### src/tkn_pkg.sv
// ***********************************************************************
// shared constants and types of the token flag host controller
// ***********************************************************************
package tkn_pkg;
   // token space shape
   localparam int TKN_COUNT = 8; // number of token flags
   localparam int TKN_IDX_W = 3; // address bits that select a flag
   localparam int TKN_DATA_W = 16; // data pins of one port
   localparam int TKN_ADDR_W = 15; // address pins of one port
   // flag levels, active low
   localparam logic TKN_FLAG_TAKEN = 1'b0; // zero means held by this port
   localparam logic TKN_FLAG_FREE = 1'b1; // one means free or held by far port
   // pin levels
   localparam logic TKN_PIN_ACT = 1'b0; // active level of select, oe, write
   localparam logic TKN_PIN_IDLE = 1'b1; // inactive level of those pins
   // timing: each access phase lasts at least this long
   localparam int TKN_CLK_MHZ = 50; // clk_sys rate
   localparam int TKN_PHASE_NS = 40; // least time of one access phase
   localparam int TKN_PHASE_CYC = (TKN_PHASE_NS * TKN_CLK_MHZ + 999) / 1000;
   localparam int TKN_CNT_W = 8; // width of the phase counter
   // polling budget after a failed request
   localparam int TKN_POLL_LIMIT = 255; // further reads after the first failed one before the request is withdrawn
   localparam int TKN_POLL_W = 8; // width of the poll counter
   // user commands
   typedef enum logic [1:0] {
      op_acquire, // write zero, then read back
      op_release, // write one
      op_test,    // plain read of the flag
      op_init     // write one to every flag
   } tkn_op_type;
endpackage : tkn_pkg

### src/tkn_acc_if.sv
`timescale 1ns/1ps
// ***********************************************************************
// one token space access, between the command engine and the sequencer
// ***********************************************************************
interface tkn_acc_if;
   import tkn_pkg::*;
   logic start; // one-cycle request for an access
   logic write; // high for a write, low for a read
   logic wbit; // value written to the flag
   logic [TKN_IDX_W-1:0] index; // flag to access
   logic busy; // sequencer is running an access
   logic done; // one-cycle pulse when the access and its gap end
   logic rflag; // flag value captured by the last read
   logic rmixed; // data bits of the last read disagreed
   // command engine side
   modport ctl (
      output start, write, wbit, index,
      input busy, done, rflag, rmixed
   );
   // pin sequencer side
   modport seq (
      input start, write, wbit, index,
      output busy, done, rflag, rmixed
   );
endinterface : tkn_acc_if

### src/tkn_pin_seq.sv
`timescale 1ns/1ps
// ***********************************************************************
// pin sequencer: setup, strobe, end, gap; each phase PHASE_CYCLES long
// ***********************************************************************
module tkn_pin_seq
   import tkn_pkg::*;
#(
   parameter int PHASE_CYCLES = TKN_PHASE_CYC
) (
   // clock and reset
   input wire logic clk_sys,
   input wire logic rst_n,
   // access request
   tkn_acc_if.seq acc,
   // port pins
   output logic token_space_select_n,
   output logic oe_n,
   output logic rw_n,
   output logic [TKN_ADDR_W-1:0] addr,
   input wire logic [TKN_DATA_W-1:0] dq_in,
   output logic [TKN_DATA_W-1:0] dq_out,
   output logic dq_oe
);
   // refuse a phase length the counter cannot hold
   if (PHASE_CYCLES < 1 || PHASE_CYCLES >= (1 << TKN_CNT_W)) begin : g_chk
      $error("tkn_pin_seq: PHASE_CYCLES out of range");
   end

   localparam logic [TKN_CNT_W-1:0] LOAD = TKN_CNT_W'(PHASE_CYCLES - 1);

   typedef enum logic [2:0] {
      sq_idle, sq_setup, sq_strobe, sq_end, sq_gap
   } tkn_sq_type;

   tkn_sq_type st_q, st_d; // phase
   logic [TKN_CNT_W-1:0] cnt_q, cnt_d; // cycles left in a phase
   logic wr_q, wr_d; // access is a write
   logic sel_n_q, sel_n_d; // token space select pin
   logic oe_n_q, oe_n_d; // output enable pin
   logic rw_n_q, rw_n_d; // read/write pin
   logic [TKN_ADDR_W-1:0] addr_q, addr_d; // address pins
   logic [TKN_DATA_W-1:0] dq_q, dq_d; // write data
   logic dq_oe_q, dq_oe_d; // data drive enable
   logic flag_q, flag_d; // captured flag
   logic mixed_q, mixed_d; // read bits disagreed
   logic done_q, done_d; // end of access pulse
   logic tick; // current phase ends this cycle

   // ***********************************************************************
   // next state of the pins
   // ***********************************************************************
   always_comb begin
      st_d = st_q;
      cnt_d = cnt_q;
      wr_d = wr_q;
      sel_n_d = sel_n_q;
      oe_n_d = oe_n_q;
      rw_n_d = rw_n_q;
      addr_d = addr_q;
      dq_d = dq_q;
      dq_oe_d = dq_oe_q;
      flag_d = flag_q;
      mixed_d = mixed_q;
      done_d = 1'b0;
      tick = (cnt_q == '0);
      // phase counter reloads at each phase end
      if (st_q != sq_idle) begin
         cnt_d = tick ? LOAD : cnt_q - 1'b1;
      end
      case (st_q)
         sq_idle: begin
            // select the token space; high address bits stay low [RQ3]
            if (acc.start) begin
               st_d = sq_setup;
               cnt_d = LOAD;
               wr_d = acc.write;
               sel_n_d = TKN_PIN_ACT; // [RQ3]
               addr_d = TKN_ADDR_W'(acc.index);
               dq_d = {TKN_DATA_W{acc.wbit}}; // flag bit on every lane [RQ2]
               dq_oe_d = acc.write;
            end
         end
         sq_setup: begin
            // open the strobe like an ordinary static memory cycle [RQ3]
            if (tick) begin
               st_d = sq_strobe;
               if (wr_q) begin
                  rw_n_d = TKN_PIN_ACT;
               end else begin
                  oe_n_d = TKN_PIN_ACT;
               end
            end
         end
         sq_strobe: begin
            // write ends on the rising write pin, data still held [RQ20]
            if (tick) begin
               st_d = sq_end;
               rw_n_d = TKN_PIN_IDLE;
               oe_n_d = TKN_PIN_IDLE;
               if (!wr_q) begin
                  flag_d = dq_in[0];
                  mixed_d = !((&dq_in) || (~|dq_in));
               end
            end
         end
         sq_end: begin
            // release select so the next read recaptures the flag [RQ13]
            if (tick) begin
               st_d = sq_gap;
               sel_n_d = TKN_PIN_IDLE; // [RQ13]
               dq_oe_d = 1'b0;
            end
         end
         sq_gap: begin
            // select stays high for a full phase before the next access
            if (tick) begin
               st_d = sq_idle;
               done_d = 1'b1;
            end
         end
         default: begin
            st_d = sq_idle;
         end
      endcase
   end

   // ***********************************************************************
   // registers
   // ***********************************************************************
   always_ff @(posedge clk_sys or negedge rst_n) begin
      if (!rst_n) begin
         st_q <= sq_idle;
         cnt_q <= '0;
         wr_q <= 1'b0;
         sel_n_q <= TKN_PIN_IDLE;
         oe_n_q <= TKN_PIN_IDLE;
         rw_n_q <= TKN_PIN_IDLE;
         addr_q <= '0;
         dq_q <= '0;
         dq_oe_q <= 1'b0;
         flag_q <= TKN_FLAG_FREE;
         mixed_q <= 1'b0;
         done_q <= 1'b0;
      end else begin
         st_q <= st_d;
         cnt_q <= cnt_d;
         wr_q <= wr_d;
         sel_n_q <= sel_n_d;
         oe_n_q <= oe_n_d;
         rw_n_q <= rw_n_d;
         addr_q <= addr_d;
         dq_q <= dq_d;
         dq_oe_q <= dq_oe_d;
         flag_q <= flag_d;
         mixed_q <= mixed_d;
         done_q <= done_d;
      end
   end

   // outputs
   assign token_space_select_n = sel_n_q;
   assign oe_n = oe_n_q;
   assign rw_n = rw_n_q;
   assign addr = addr_q;
   assign dq_out = dq_q;
   assign dq_oe = dq_oe_q;
   assign acc.busy = (st_q != sq_idle);
   assign acc.done = done_q;
   assign acc.rflag = flag_q;
   assign acc.rmixed = mixed_q;
endmodule : tkn_pin_seq

### src/tkn_host.sv
`timescale 1ns/1ps
// Notes on behaviour
// RQ1: device holds eight token latches apart from memory
// RQ2: write zero requests, write one releases
// RQ3: select low, then ordinary static memory access
// RQ4: only three low address bits pick flag
// RQ5: device takes only data bit zero on writes
// RQ6: free flag taken reads zero here, one there
// RQ7: only the owner can change a held flag
// RQ8: owner writing one frees flag for both
// RQ9: non-owner zero waits in its request latch
// RQ10: release passes ownership to pending requester
// RQ11: reads replicate the flag on all bits
// RQ12: device latches read value while select and oe active
// RQ13: deassert select between successive reads
// RQ14: acquire by write zero, then read back
// RQ15: after failure keep polling or write one
// RQ16: simultaneous requests granted to exactly one port
// RQ17: write one to every token at start
// RQ18: flags gate no hardware resource
// RQ19: token accesses never add wait states
// RQ20: write lands at end of the write strobe
// ***********************************************************************
// token flag host: drives one port of the dual-port token space
// ***********************************************************************
module tkn_host
   import tkn_pkg::*;
#(
   parameter int PHASE_CYCLES = TKN_PHASE_CYC,
   parameter int POLL_LIMIT = TKN_POLL_LIMIT
) (
   // clock and reset
   input wire logic clk_sys,
   input wire logic rst_n,
   // user command
   input wire logic cmd_valid,
   output logic cmd_ready,
   input wire tkn_op_type cmd_op,
   input wire logic [TKN_IDX_W-1:0] cmd_index,
   input wire logic cmd_poll,
   // user answer
   output logic rsp_valid,
   output logic rsp_owned,
   output logic rsp_flag,
   output logic rsp_error,
   output logic init_done,
   // device port pins
   output logic token_space_select_n,
   output logic oe_n,
   output logic rw_n,
   output logic [TKN_ADDR_W-1:0] addr,
   input wire logic [TKN_DATA_W-1:0] dq_in,
   output logic [TKN_DATA_W-1:0] dq_out,
   output logic dq_oe
);
   // refuse a budget the poll counter cannot hold
   if (POLL_LIMIT < 0 || POLL_LIMIT >= (1 << TKN_POLL_W)) begin : g_chk
      $error("tkn_host: POLL_LIMIT out of range");
   end

   localparam logic [TKN_POLL_W-1:0] POLL_MAX = TKN_POLL_W'(POLL_LIMIT);
   localparam logic [TKN_IDX_W-1:0] IDX_LAST = TKN_IDX_W'(TKN_COUNT - 1);

   typedef enum logic [2:0] {
      st_init, st_idle, st_req_wr, st_check_rd,
      st_withdraw, st_rel_wr, st_test_rd, st_reply
   } tkn_st_type;

   tkn_acc_if acc (); // link to the pin sequencer

   tkn_st_type st_q, st_d; // command engine state
   logic [TKN_IDX_W-1:0] idx_q, idx_d; // flag being worked on
   logic poll_q, poll_d; // keep polling after a failed request
   logic [TKN_POLL_W-1:0] polls_q, polls_d; // reads done after failure
   logic pend_q, pend_d; // an access is in flight
   logic owned_q, owned_d; // answer: this port holds the flag
   logic flag_q, flag_d; // answer: flag as read
   logic err_q, err_d; // answer: read bits disagreed
   logic init_q, init_d; // all flags written free
   logic is_acc; // state runs a pin access
   logic acc_wr; // that access writes
   logic acc_bit; // value it writes

   // ***********************************************************************
   // pin sequencer
   // ***********************************************************************
   tkn_pin_seq #(
      .PHASE_CYCLES(PHASE_CYCLES)
   ) u_seq (
      .clk_sys(clk_sys),
      .rst_n(rst_n),
      .acc(acc.seq),
      .token_space_select_n(token_space_select_n),
      .oe_n(oe_n),
      .rw_n(rw_n),
      .addr(addr),
      .dq_in(dq_in),
      .dq_out(dq_out),
      .dq_oe(dq_oe)
   );

   // ***********************************************************************
   // which access each state needs
   // ***********************************************************************
   always_comb begin
      is_acc = 1'b1;
      acc_wr = 1'b1;
      acc_bit = TKN_FLAG_FREE;
      case (st_q)
         st_init: acc_bit = TKN_FLAG_FREE; // clear every latch [RQ17]
         st_req_wr: acc_bit = TKN_FLAG_TAKEN; // request first [RQ14]
         st_check_rd: acc_wr = 1'b0; // then read back [RQ14]
         st_withdraw: acc_bit = TKN_FLAG_FREE; // drop the request [RQ15]
         st_rel_wr: acc_bit = TKN_FLAG_FREE; // release [RQ2]
         st_test_rd: acc_wr = 1'b0;
         default: is_acc = 1'b0;
      endcase
   end

   assign acc.start = is_acc && !pend_q && !acc.busy;
   assign acc.write = acc_wr;
   assign acc.wbit = acc_bit;
   assign acc.index = idx_q;

   // ***********************************************************************
   // command engine next state
   // ***********************************************************************
   always_comb begin
      st_d = st_q;
      idx_d = idx_q;
      poll_d = poll_q;
      polls_d = polls_q;
      owned_d = owned_q;
      flag_d = flag_q;
      err_d = err_q;
      init_d = init_q;
      pend_d = pend_q;
      // one access at a time
      if (acc.start) begin
         pend_d = 1'b1;
      end else if (acc.done) begin
         pend_d = 1'b0;
      end
      case (st_q)
         st_init: begin
            // walk all flags writing one [RQ17]
            if (acc.done) begin
               if (idx_q == IDX_LAST) begin
                  st_d = st_idle;
                  init_d = 1'b1;
               end else begin
                  idx_d = idx_q + 1'b1;
               end
            end
         end
         st_idle: begin
            // take a command
            if (cmd_valid) begin
               idx_d = cmd_index;
               poll_d = cmd_poll;
               polls_d = '0;
               err_d = 1'b0;
               case (cmd_op)
                  op_acquire: st_d = st_req_wr;
                  op_release: st_d = st_rel_wr;
                  op_test: st_d = st_test_rd;
                  op_init: begin
                     st_d = st_init;
                     idx_d = '0;
                     init_d = 1'b0;
                  end
                  default: st_d = st_idle;
               endcase
            end
         end
         st_req_wr: begin
            // zero written, now verify by reading [RQ14]
            if (acc.done) begin
               st_d = st_check_rd;
            end
         end
         st_check_rd: begin
            // owned only if the read returns zero [RQ14]
            if (acc.done) begin
               flag_d = acc.rflag;
               err_d = acc.rmixed;
               if (acc.rflag == TKN_FLAG_TAKEN) begin
                  owned_d = 1'b1;
                  st_d = st_reply;
               end else if (poll_q && polls_q != POLL_MAX) begin
                  // read again; the gap drops select first [RQ15] [RQ13]
                  polls_d = polls_q + 1'b1;
               end else begin
                  st_d = st_withdraw; // [RQ15]
               end
            end
         end
         st_withdraw: begin
            // pending request cleared, report failure
            if (acc.done) begin
               owned_d = 1'b0;
               st_d = st_reply;
            end
         end
         st_rel_wr: begin
            // token handed back
            if (acc.done) begin
               owned_d = 1'b0;
               flag_d = TKN_FLAG_FREE;
               st_d = st_reply;
            end
         end
         st_test_rd: begin
            // status only; not a way to acquire
            if (acc.done) begin
               flag_d = acc.rflag;
               err_d = acc.rmixed;
               owned_d = (acc.rflag == TKN_FLAG_TAKEN);
               st_d = st_reply;
            end
         end
         st_reply: begin
            // answer stands for this one cycle
            st_d = st_idle;
         end
         default: begin
            st_d = st_idle;
         end
      endcase
   end

   // ***********************************************************************
   // command engine registers
   // ***********************************************************************
   always_ff @(posedge clk_sys or negedge rst_n) begin
      if (!rst_n) begin
         st_q <= st_init;
         idx_q <= '0;
         poll_q <= 1'b0;
         polls_q <= '0;
         pend_q <= 1'b0;
         owned_q <= 1'b0;
         flag_q <= TKN_FLAG_FREE;
         err_q <= 1'b0;
         init_q <= 1'b0;
      end else begin
         st_q <= st_d;
         idx_q <= idx_d;
         poll_q <= poll_d;
         polls_q <= polls_d;
         pend_q <= pend_d;
         owned_q <= owned_d;
         flag_q <= flag_d;
         err_q <= err_d;
         init_q <= init_d;
      end
   end

   // user side outputs
   assign cmd_ready = (st_q == st_idle);
   assign rsp_valid = (st_q == st_reply);
   assign rsp_owned = owned_q;
   assign rsp_flag = flag_q;
   assign rsp_error = err_q;
   assign init_done = init_q;
endmodule : tkn_host

### config.mk
export PLATFORM = sky130hd
export DESIGN_NAME = tkn_host
export DESIGN_NICKNAME = d
export VERILOG_FILES = /design/src/tkn_pkg.sv /design/src/tkn_acc_if.sv /design/src/tkn_pin_seq.sv /design/src/tkn_host.sv
export SDC_FILE = /design/constraint.sdc
export NUM_CORES = 1
export LEC_CHECK = 0
export ABC_AREA = 1
export BUFFER_PORTS_ARGS = -buffer_cell sky130_fd_sc_hd__buf_4
export CORE_MARGIN = 5
export CORE_UTILIZATION = 30
export DETAILED_ROUTE_END_ITERATION = 12
export PLACE_DENSITY = 0.54
export SLEW_MARGIN = 20
export SYNTH_ARGS = -nofsm -noshare
export SYNTH_HDL_FRONTEND = slang
export SYNTH_SLANG_ARGS = --single-unit
export TNS_END_PERCENT = 10
### constraint.sdc
create_clock -name clk_sys -period 1.9 [get_ports clk_sys]
set_input_delay 0.19 -clock clk_sys [delete_from_list [all_inputs] [get_ports clk_sys]]
set_output_delay 0.19 -clock clk_sys [all_outputs]
set_load 0.03 [all_outputs]
Word-level counts from Yosys, hierarchy flattened

Index checks and enable logic that the tools add are counted.
Widths: inputs -> output; s select.

Add/sub/neg operators: 3
Multiply operators: 0
Div/mod/pow operators: 0
Order comparisons: 0
Equal/unequal tests: 39
Shift-type cells: 0
Mux-type cells: 64
Bitwise operators: 2
Reduce and logical (&&, ||, !) cells: 41

Operators with widths:

| kind                | count |
|---|---|
| $mux 8              | 8 |
| $mux 3              | 17 |
| $ne 2x1->1 const B  | 15 |
| $mux 1              | 26 |
| $reduce_and 5->1    | 4 |
| $eq 3x3->1 const B  | 6 |
| $pmux 3 s6          | 1 |
| $pmux 8 s2          | 1 |
| $reduce_and 16->1   | 1 |
| $reduce_or 16->1    | 1 |
| $pmux 3 s5          | 1 |
| $ne 2x2->1 const B  | 7 |
| $pmux 1 s2          | 7 |
| $reduce_bool 2->1   | 7 |
| $eq 3x2->1 const B  | 4 |
| $pmux 3 s4          | 1 |
| $reduce_and 3->1    | 4 |
| $reduce_and 4->1    | 3 |
| $add 8x1->8 const B | 1 |
| $logic_not 8->1     | 1 |
| $ne 8x8->1 const B  | 1 |
| $sub 8x1->8 const B | 1 |
| $reduce_and 7->1    | 1 |
| $eq 3x1->1 const B  | 2 |
| other kinds (17)    | 28 |

Register bits: 43
Latch bits: 0
Bits in writable memories: 0
Memory bits (read-only): 0
Bits of input ports: 25
Memories: 0

Logic depth before layout (Yosys ltp)

Depth in word-level cells: 7
Gate-level depth with buffers: 11
Depth with buffers taken out: 9

Cells and area by module

A second synthesis with hierarchy kept.

Cells, all modules: 391
Area total of the unflattened synthesis: 2939.1 µm²

By module, submodules not included:

| module      | times used | cells each | area an instance (µm²) | sequential area each (µm²) |
|---|---|---|---|---|
| tkn_host    | 1          | 207        | 1475.2                 | 501.7 |
| tkn_pin_seq | 1          | 184        | 1463.9                 | 580.6 |

Worst setup path before layout

No wires, ideal clock.

Kind: register -> register
Start point: reg u_seq.cnt_q[0]
End point: reg u_seq.cnt_q[7]
Arrival: 1.265 ns
Data required time: 1.781 ns
Path slack: 0.516 ns
Stages on the path, launching flop included: 10
Buffers on the path: 0
Period minus slack after synthesis: 1.384 ns
Path through: dfrtp_1 inv_1 ha_1 nand3_1 nor2_2 inv_1 nand2_1 nand2_1 nand2_1 nor2_1

Longest elaborated chain between the ends: 5

Ends and longest elaborated chain:

| element                                               | RTL line                             | source |
|---|---|---|
| start, declared                                       | tkn_pin_seq.sv:36                    | `logic [TKN_CNT_W-1:0] cnt_q, cnt_d;` |
| start signal, assigned                                | tkn_pin_seq.sv:146                   | `cnt_q <= cnt_d;` |
| $sub 8x1->8 / $logic_not 8->1 (equally long branches) | tkn_pin_seq.sv:68, tkn_pin_seq.sv:65 |  |
| $mux 8 *                                              | tkn_pin_seq.sv:68                    | `cnt_d = tick ? LOAD : cnt_q - 1'b1;` |
| $mux 8 *                                              | tkn_pin_seq.sv:67                    | `if (st_q != sq_idle) begin` |
| $mux 8                                                | tkn_pin_seq.sv:73                    | `if (acc.start) begin` |
| $mux 8 *                                              | tkn_pin_seq.sv:70                    | `case (st_q)` |
| named net u_seq.cnt_d[7]                              | tkn_pin_seq.sv:36                    |  |

The timed path passes the listed nets; every way through them passes the cells marked *.
A chain may end at the register's enable or synchronous reset.

Final worst setup path

Start point: reg st_q[2]
End point: reg u_seq.dq_oe_q (netlist: u_seq.dq_oe)

Longest elaborated chain between the ends: 7

Ends and longest elaborated chain:

| element                                  | RTL line           | source |
|---|---|---|
| start, declared                          | tkn_host.sv:71     | `tkn_st_type st_q, st_d;` |
| start signal, assigned                   | tkn_host.sv:237    | `st_q <= st_init;` |
| start signal, assigned                   | tkn_host.sv:247    | `st_q <= st_d;` |
| $eq 3x3->1, or another cell as far along | tkn_host.sv:109    | `case (st_q)` |
| $reduce_or 6->1 (no line)                | --                 |  |
| $mux 1                                   | tkn_host.sv:109    |  |
| $logic_and 1x1->1 (2 in a row)           | tkn_host.sv:120    | `assign acc.start = is_acc && !pend_q && !acc.busy;` |
| $ne 2x2->1 (no line)                     | --                 |  |
| $reduce_and 3->1 (no line)               | --                 |  |
| end signal, assigned                     | tkn_pin_seq.sv:153 | `dq_oe_q <= dq_oe_d;` |
| end, declared                            | tkn_pin_seq.sv:43  | `logic dq_oe_q, dq_oe_d;` |

Several ways; a longest one is shown, not always the timed one. The select of a mux whose other input is x is not followed.

==> flow_metrics.py <==
metrics = {
    "status": {
        "status": "complete, no violations",
    },
    "timing": {
        "fin_crit_sh": 0.874,
        "setup_ws_ps": 239,
        "slew_violations": 0,
        "min_period_ps": 1660,
        "rsz0062_at_grt": "no",
        "setup_violations": 0,
        "max_slew.worst_pin.slew_ps": 567,
        "skew_ps": 7.45,
        "slew_headroom": 0.622,
        "finalHoldViolCount": 0,
        "max_freq_mhz": 602,
        "setup-tns-final_ps": 0,
    },
    "setup_path": {
        "worstReg2RegEnd": "u_seq.dq_oe",
        "cpPeakStageDelay_ps": 690,
        "path_buf_inv": 1,
        "reg2reg_depth": 6,
        "cp-start-kind": "flop",
        "regToRegSetupSlack_ps": 240,
        "critPathKind": "flop to flop",
        "required_ps": 2150,
        "path_delay_family": "flip-flops",
        "path_common_cell": "nand2_1",
        "crit_chain": "nand2_1 > o21ai_2 > nand3_2 > inv_1 > nand3_1 > nand2_1",
        "critPathSlowestCell": "dfrtp_1",
        "endpoint_kind": "flop",
        "crit_fanout": 15,
        "reg2reg_from": "st_q[2]",
        "cp.arrival_ps": 1910,
    },
    "global_route": {
        "antenna_found_initial": 0,
        "overflow": 0,
        "grt_pass1_vias": 2236,
        "grt_pass1_wl_um": 10200,
        "grt_use_met3": 0.0146,
        "grt-busiest-layer": "met2",
        "grt_util_met1": 0.142,
        "grt_usage": 0.109,
        "grt_util_met2": 0.186,
        "grt_max_degree": 44,
    },
    "worst_hold_path": {
        "holdCritPathClass": "input port to flop",
        "holdPathEnd": "poll_q",
        "hold_depth": 2,
        "min_from": "cmd_poll",
    },
    "detailed_routing": {
        "wl_per_cell_um": 11.8,
        "via_per_inst": 4.52,
        "ant_nets": 0,
        "drt-total-wl_um": 6110,
        "dr_total_vias": 2350,
        "drt_iter0_drc": 117,
        "dr.pass1.iters": 4,
        "drcViolationCount": 0,
    },
    "cells_and_area": {
        "stdcell_count": 520,
        "drive_gt1_frac": 0.242,
        "n_antenna_cell": 0,
        "final_nets": 441,
        "area_growth_pct": 17.2,
        "fin_area_mm2": 0.00327,
        "fillCellCount": 931,
    },
    "synth": {
        "synth_area_mm2": 0.00279,
        "yosys_warnings": 0,
        "synth_seq_cells": 43,
        "yosysSeqAreaShare": 0.388,
        "avgSynthCellArea_um2": 7.63,
        "syn_inst": 366,
        "ys_types": 32,
    },
    "clocking": {
        "cts_root_buf": "clkbuf_8",
        "cts_tree": "done",
        "clock_path_buffers": 2,
        "worstSkewPairLatency_ps": 300,
        "cts_hold_buffers": 1,
        "cts_buffers": 5,
        "post_cts_buffers": 0,
        "cts_num_sinks": 43,
        "htree_levels": 2,
        "clk_pin_slew_worst_paths_ps": 90,
        "cts_resized": 0,
    },
    "die": {
        "core-area_mm2": 0.00915,
        "die_width_um": 106,
        "row_count": 35,
        "fp.dieH_um": 106,
        "die_area_mm2": 0.0113,
        "num_io_pins": 66,
        "start_util": 0.305,
    },
    "placement": {
        "portBuffers": 53,
        "hpwlAfterDp_um": 4740,
        "routabilityCongestion": 0.778,
        "placed_cell_area_mm2": 0.00313,
        "dp.cells": 511,
        "dp_slack_ps": 242,
    },
    "pwr": {
        "cellPowerDensity_mw_per_mm2": 1640,
        "ir_drop_uv": 502,
        "p_total_mw": 5.36,
        "power.leakage_nw": 1.67,
    },
    "flow_run": {
        "max_cap_viol_count": 0,
    },
}
==> layout by cell type, fill, tap and decap left out, drive strengths merged, types with 7 or more instances in the layout <==
| cell | Yosys | final |
|---|---|---|
| conb | 1 | 12 |
| a21oi | 11 | 11 |
| nor2 | 47 | 47 |
| o21ai | 35 | 35 |
| ha | 8 | 8 |
| nand4 | 7 | 7 |
| inv | 39 | 39 |
| nand3 | 31 | 31 |
| buf | 32 | 55 |
| dfrtp | 38 | 38 |
| nand2 | 102 | 102 |
==> sequential cells by signal, indices dropped and copies added (netlist names) <==
| register | cells |
|---|---|
| acc.index | 3 |
| init_done | 1 |
| pend_q | 1 |
| poll_q | 1 |
| polls_q | 8 |
| rsp_error | 1 |
| rsp_flag | 1 |
| rsp_owned | 1 |
| st_q | 3 |
| u_seq.acc.done | 1 |
| u_seq.acc.rflag | 1 |
| u_seq.acc.rmixed | 1 |
| u_seq.addr | 3 |
| u_seq.cnt_q | 8 |
| u_seq.dq_oe | 1 |
| u_seq.dq_out | 1 |
| u_seq.oe_n | 1 |
| u_seq.rw_n | 1 |
| u_seq.st_q | 3 |
| u_seq.token_space_select_n | 1 |
| u_seq.wr_q | 1 |
==> through the flow <==
| stage | util | hold slack [ps] |
|---|---|---|
| floorplan | - | -106 |
| global placement | 0.341 | 223 |
| detailed placement | 0.341 | 231 |
| CTS | 0.357 | 124 |
| global route | 0.357 | 143 |
| finish | 0.357 | 125 |
==> power breakdown <==
group	total [mW]	internal, mW	switching (mW)	leakage, nW
clock network	0.866	0.525	0.341	0.0644
logic	2.86	0.982	1.88	1.08
registers	1.63	1.27	0.361	0.527
==> per-layer routing <==
layer,part of all wire,wire length (um),vias up
met2,0.48,2900,73
met4,0.013,77,0
met5,0,0,-
met1,0.46,2840,1056
met3,0.047,290,6
li1,-,-,1215
==> how the worst max path moves through the flow <==
stage	startpoint	endpoint	cells after the start
after floorplan	u_seq.cnt_q[0]	u_seq.cnt_q[7]	9
final	st_q[2]	u_seq.dq_oe	6
after CTS	st_q[2]	u_seq.dq_oe	6
after global placement	st_q[2]	u_seq.dq_oe	6
after global routing	st_q[2]	u_seq.dq_oe	6
after detailed placement	st_q[0]	u_seq.wr_q	7
==> cell type report <==
cell class	count	area, um^2	area share
tap	111	139	0.0424
timing repair buffer	56	423	0.129
clock buffer	5	68.8	0.0210
clock inverter	3	67.6	0.0207
sequential	43	1080	0.331
inverter	39	151	0.0463
multi-input combinational	263	1340	0.410
==> cells by family (layout without fill, tap and decap cells) <==
family / Yosys count / in the layout / share of synthesized area
DFF: 43 / 43 / 0.388
other: 1 / 12 / 0.00134
muxes: 1 / 1 / 0.00403
and+or+nand+nor: 191 / 191 / 0.319
xor gates and xnor gates: 2 / 2 / 0.00628
AOI/OAI and AO/OA: 49 / 49 / 0.0991
buffers and inverters: 71 / 103 / 0.147
adders and majority gates: 8 / 8 / 0.0359
==> cells in the mapped netlist (all sizes together) <==
cell,n,share of area
nand2,102,0.16
nor2,47,0.080
inv,39,0.054
dfrtp,38,0.34
o21ai,35,0.071
buf,32,0.093
nand3,31,0.057
a21oi,11,0.021
ha,8,0.036
nand4,7,0.016
dfstp,5,0.047
nor3,2,0.0036
o22ai,2,0.0045
or2,2,0.0045
xor2,2,0.0063
conb,1,0.0013
mux2,1,0.0040
o211ai,1,0.0027
(Power assumes the default switching activity.)
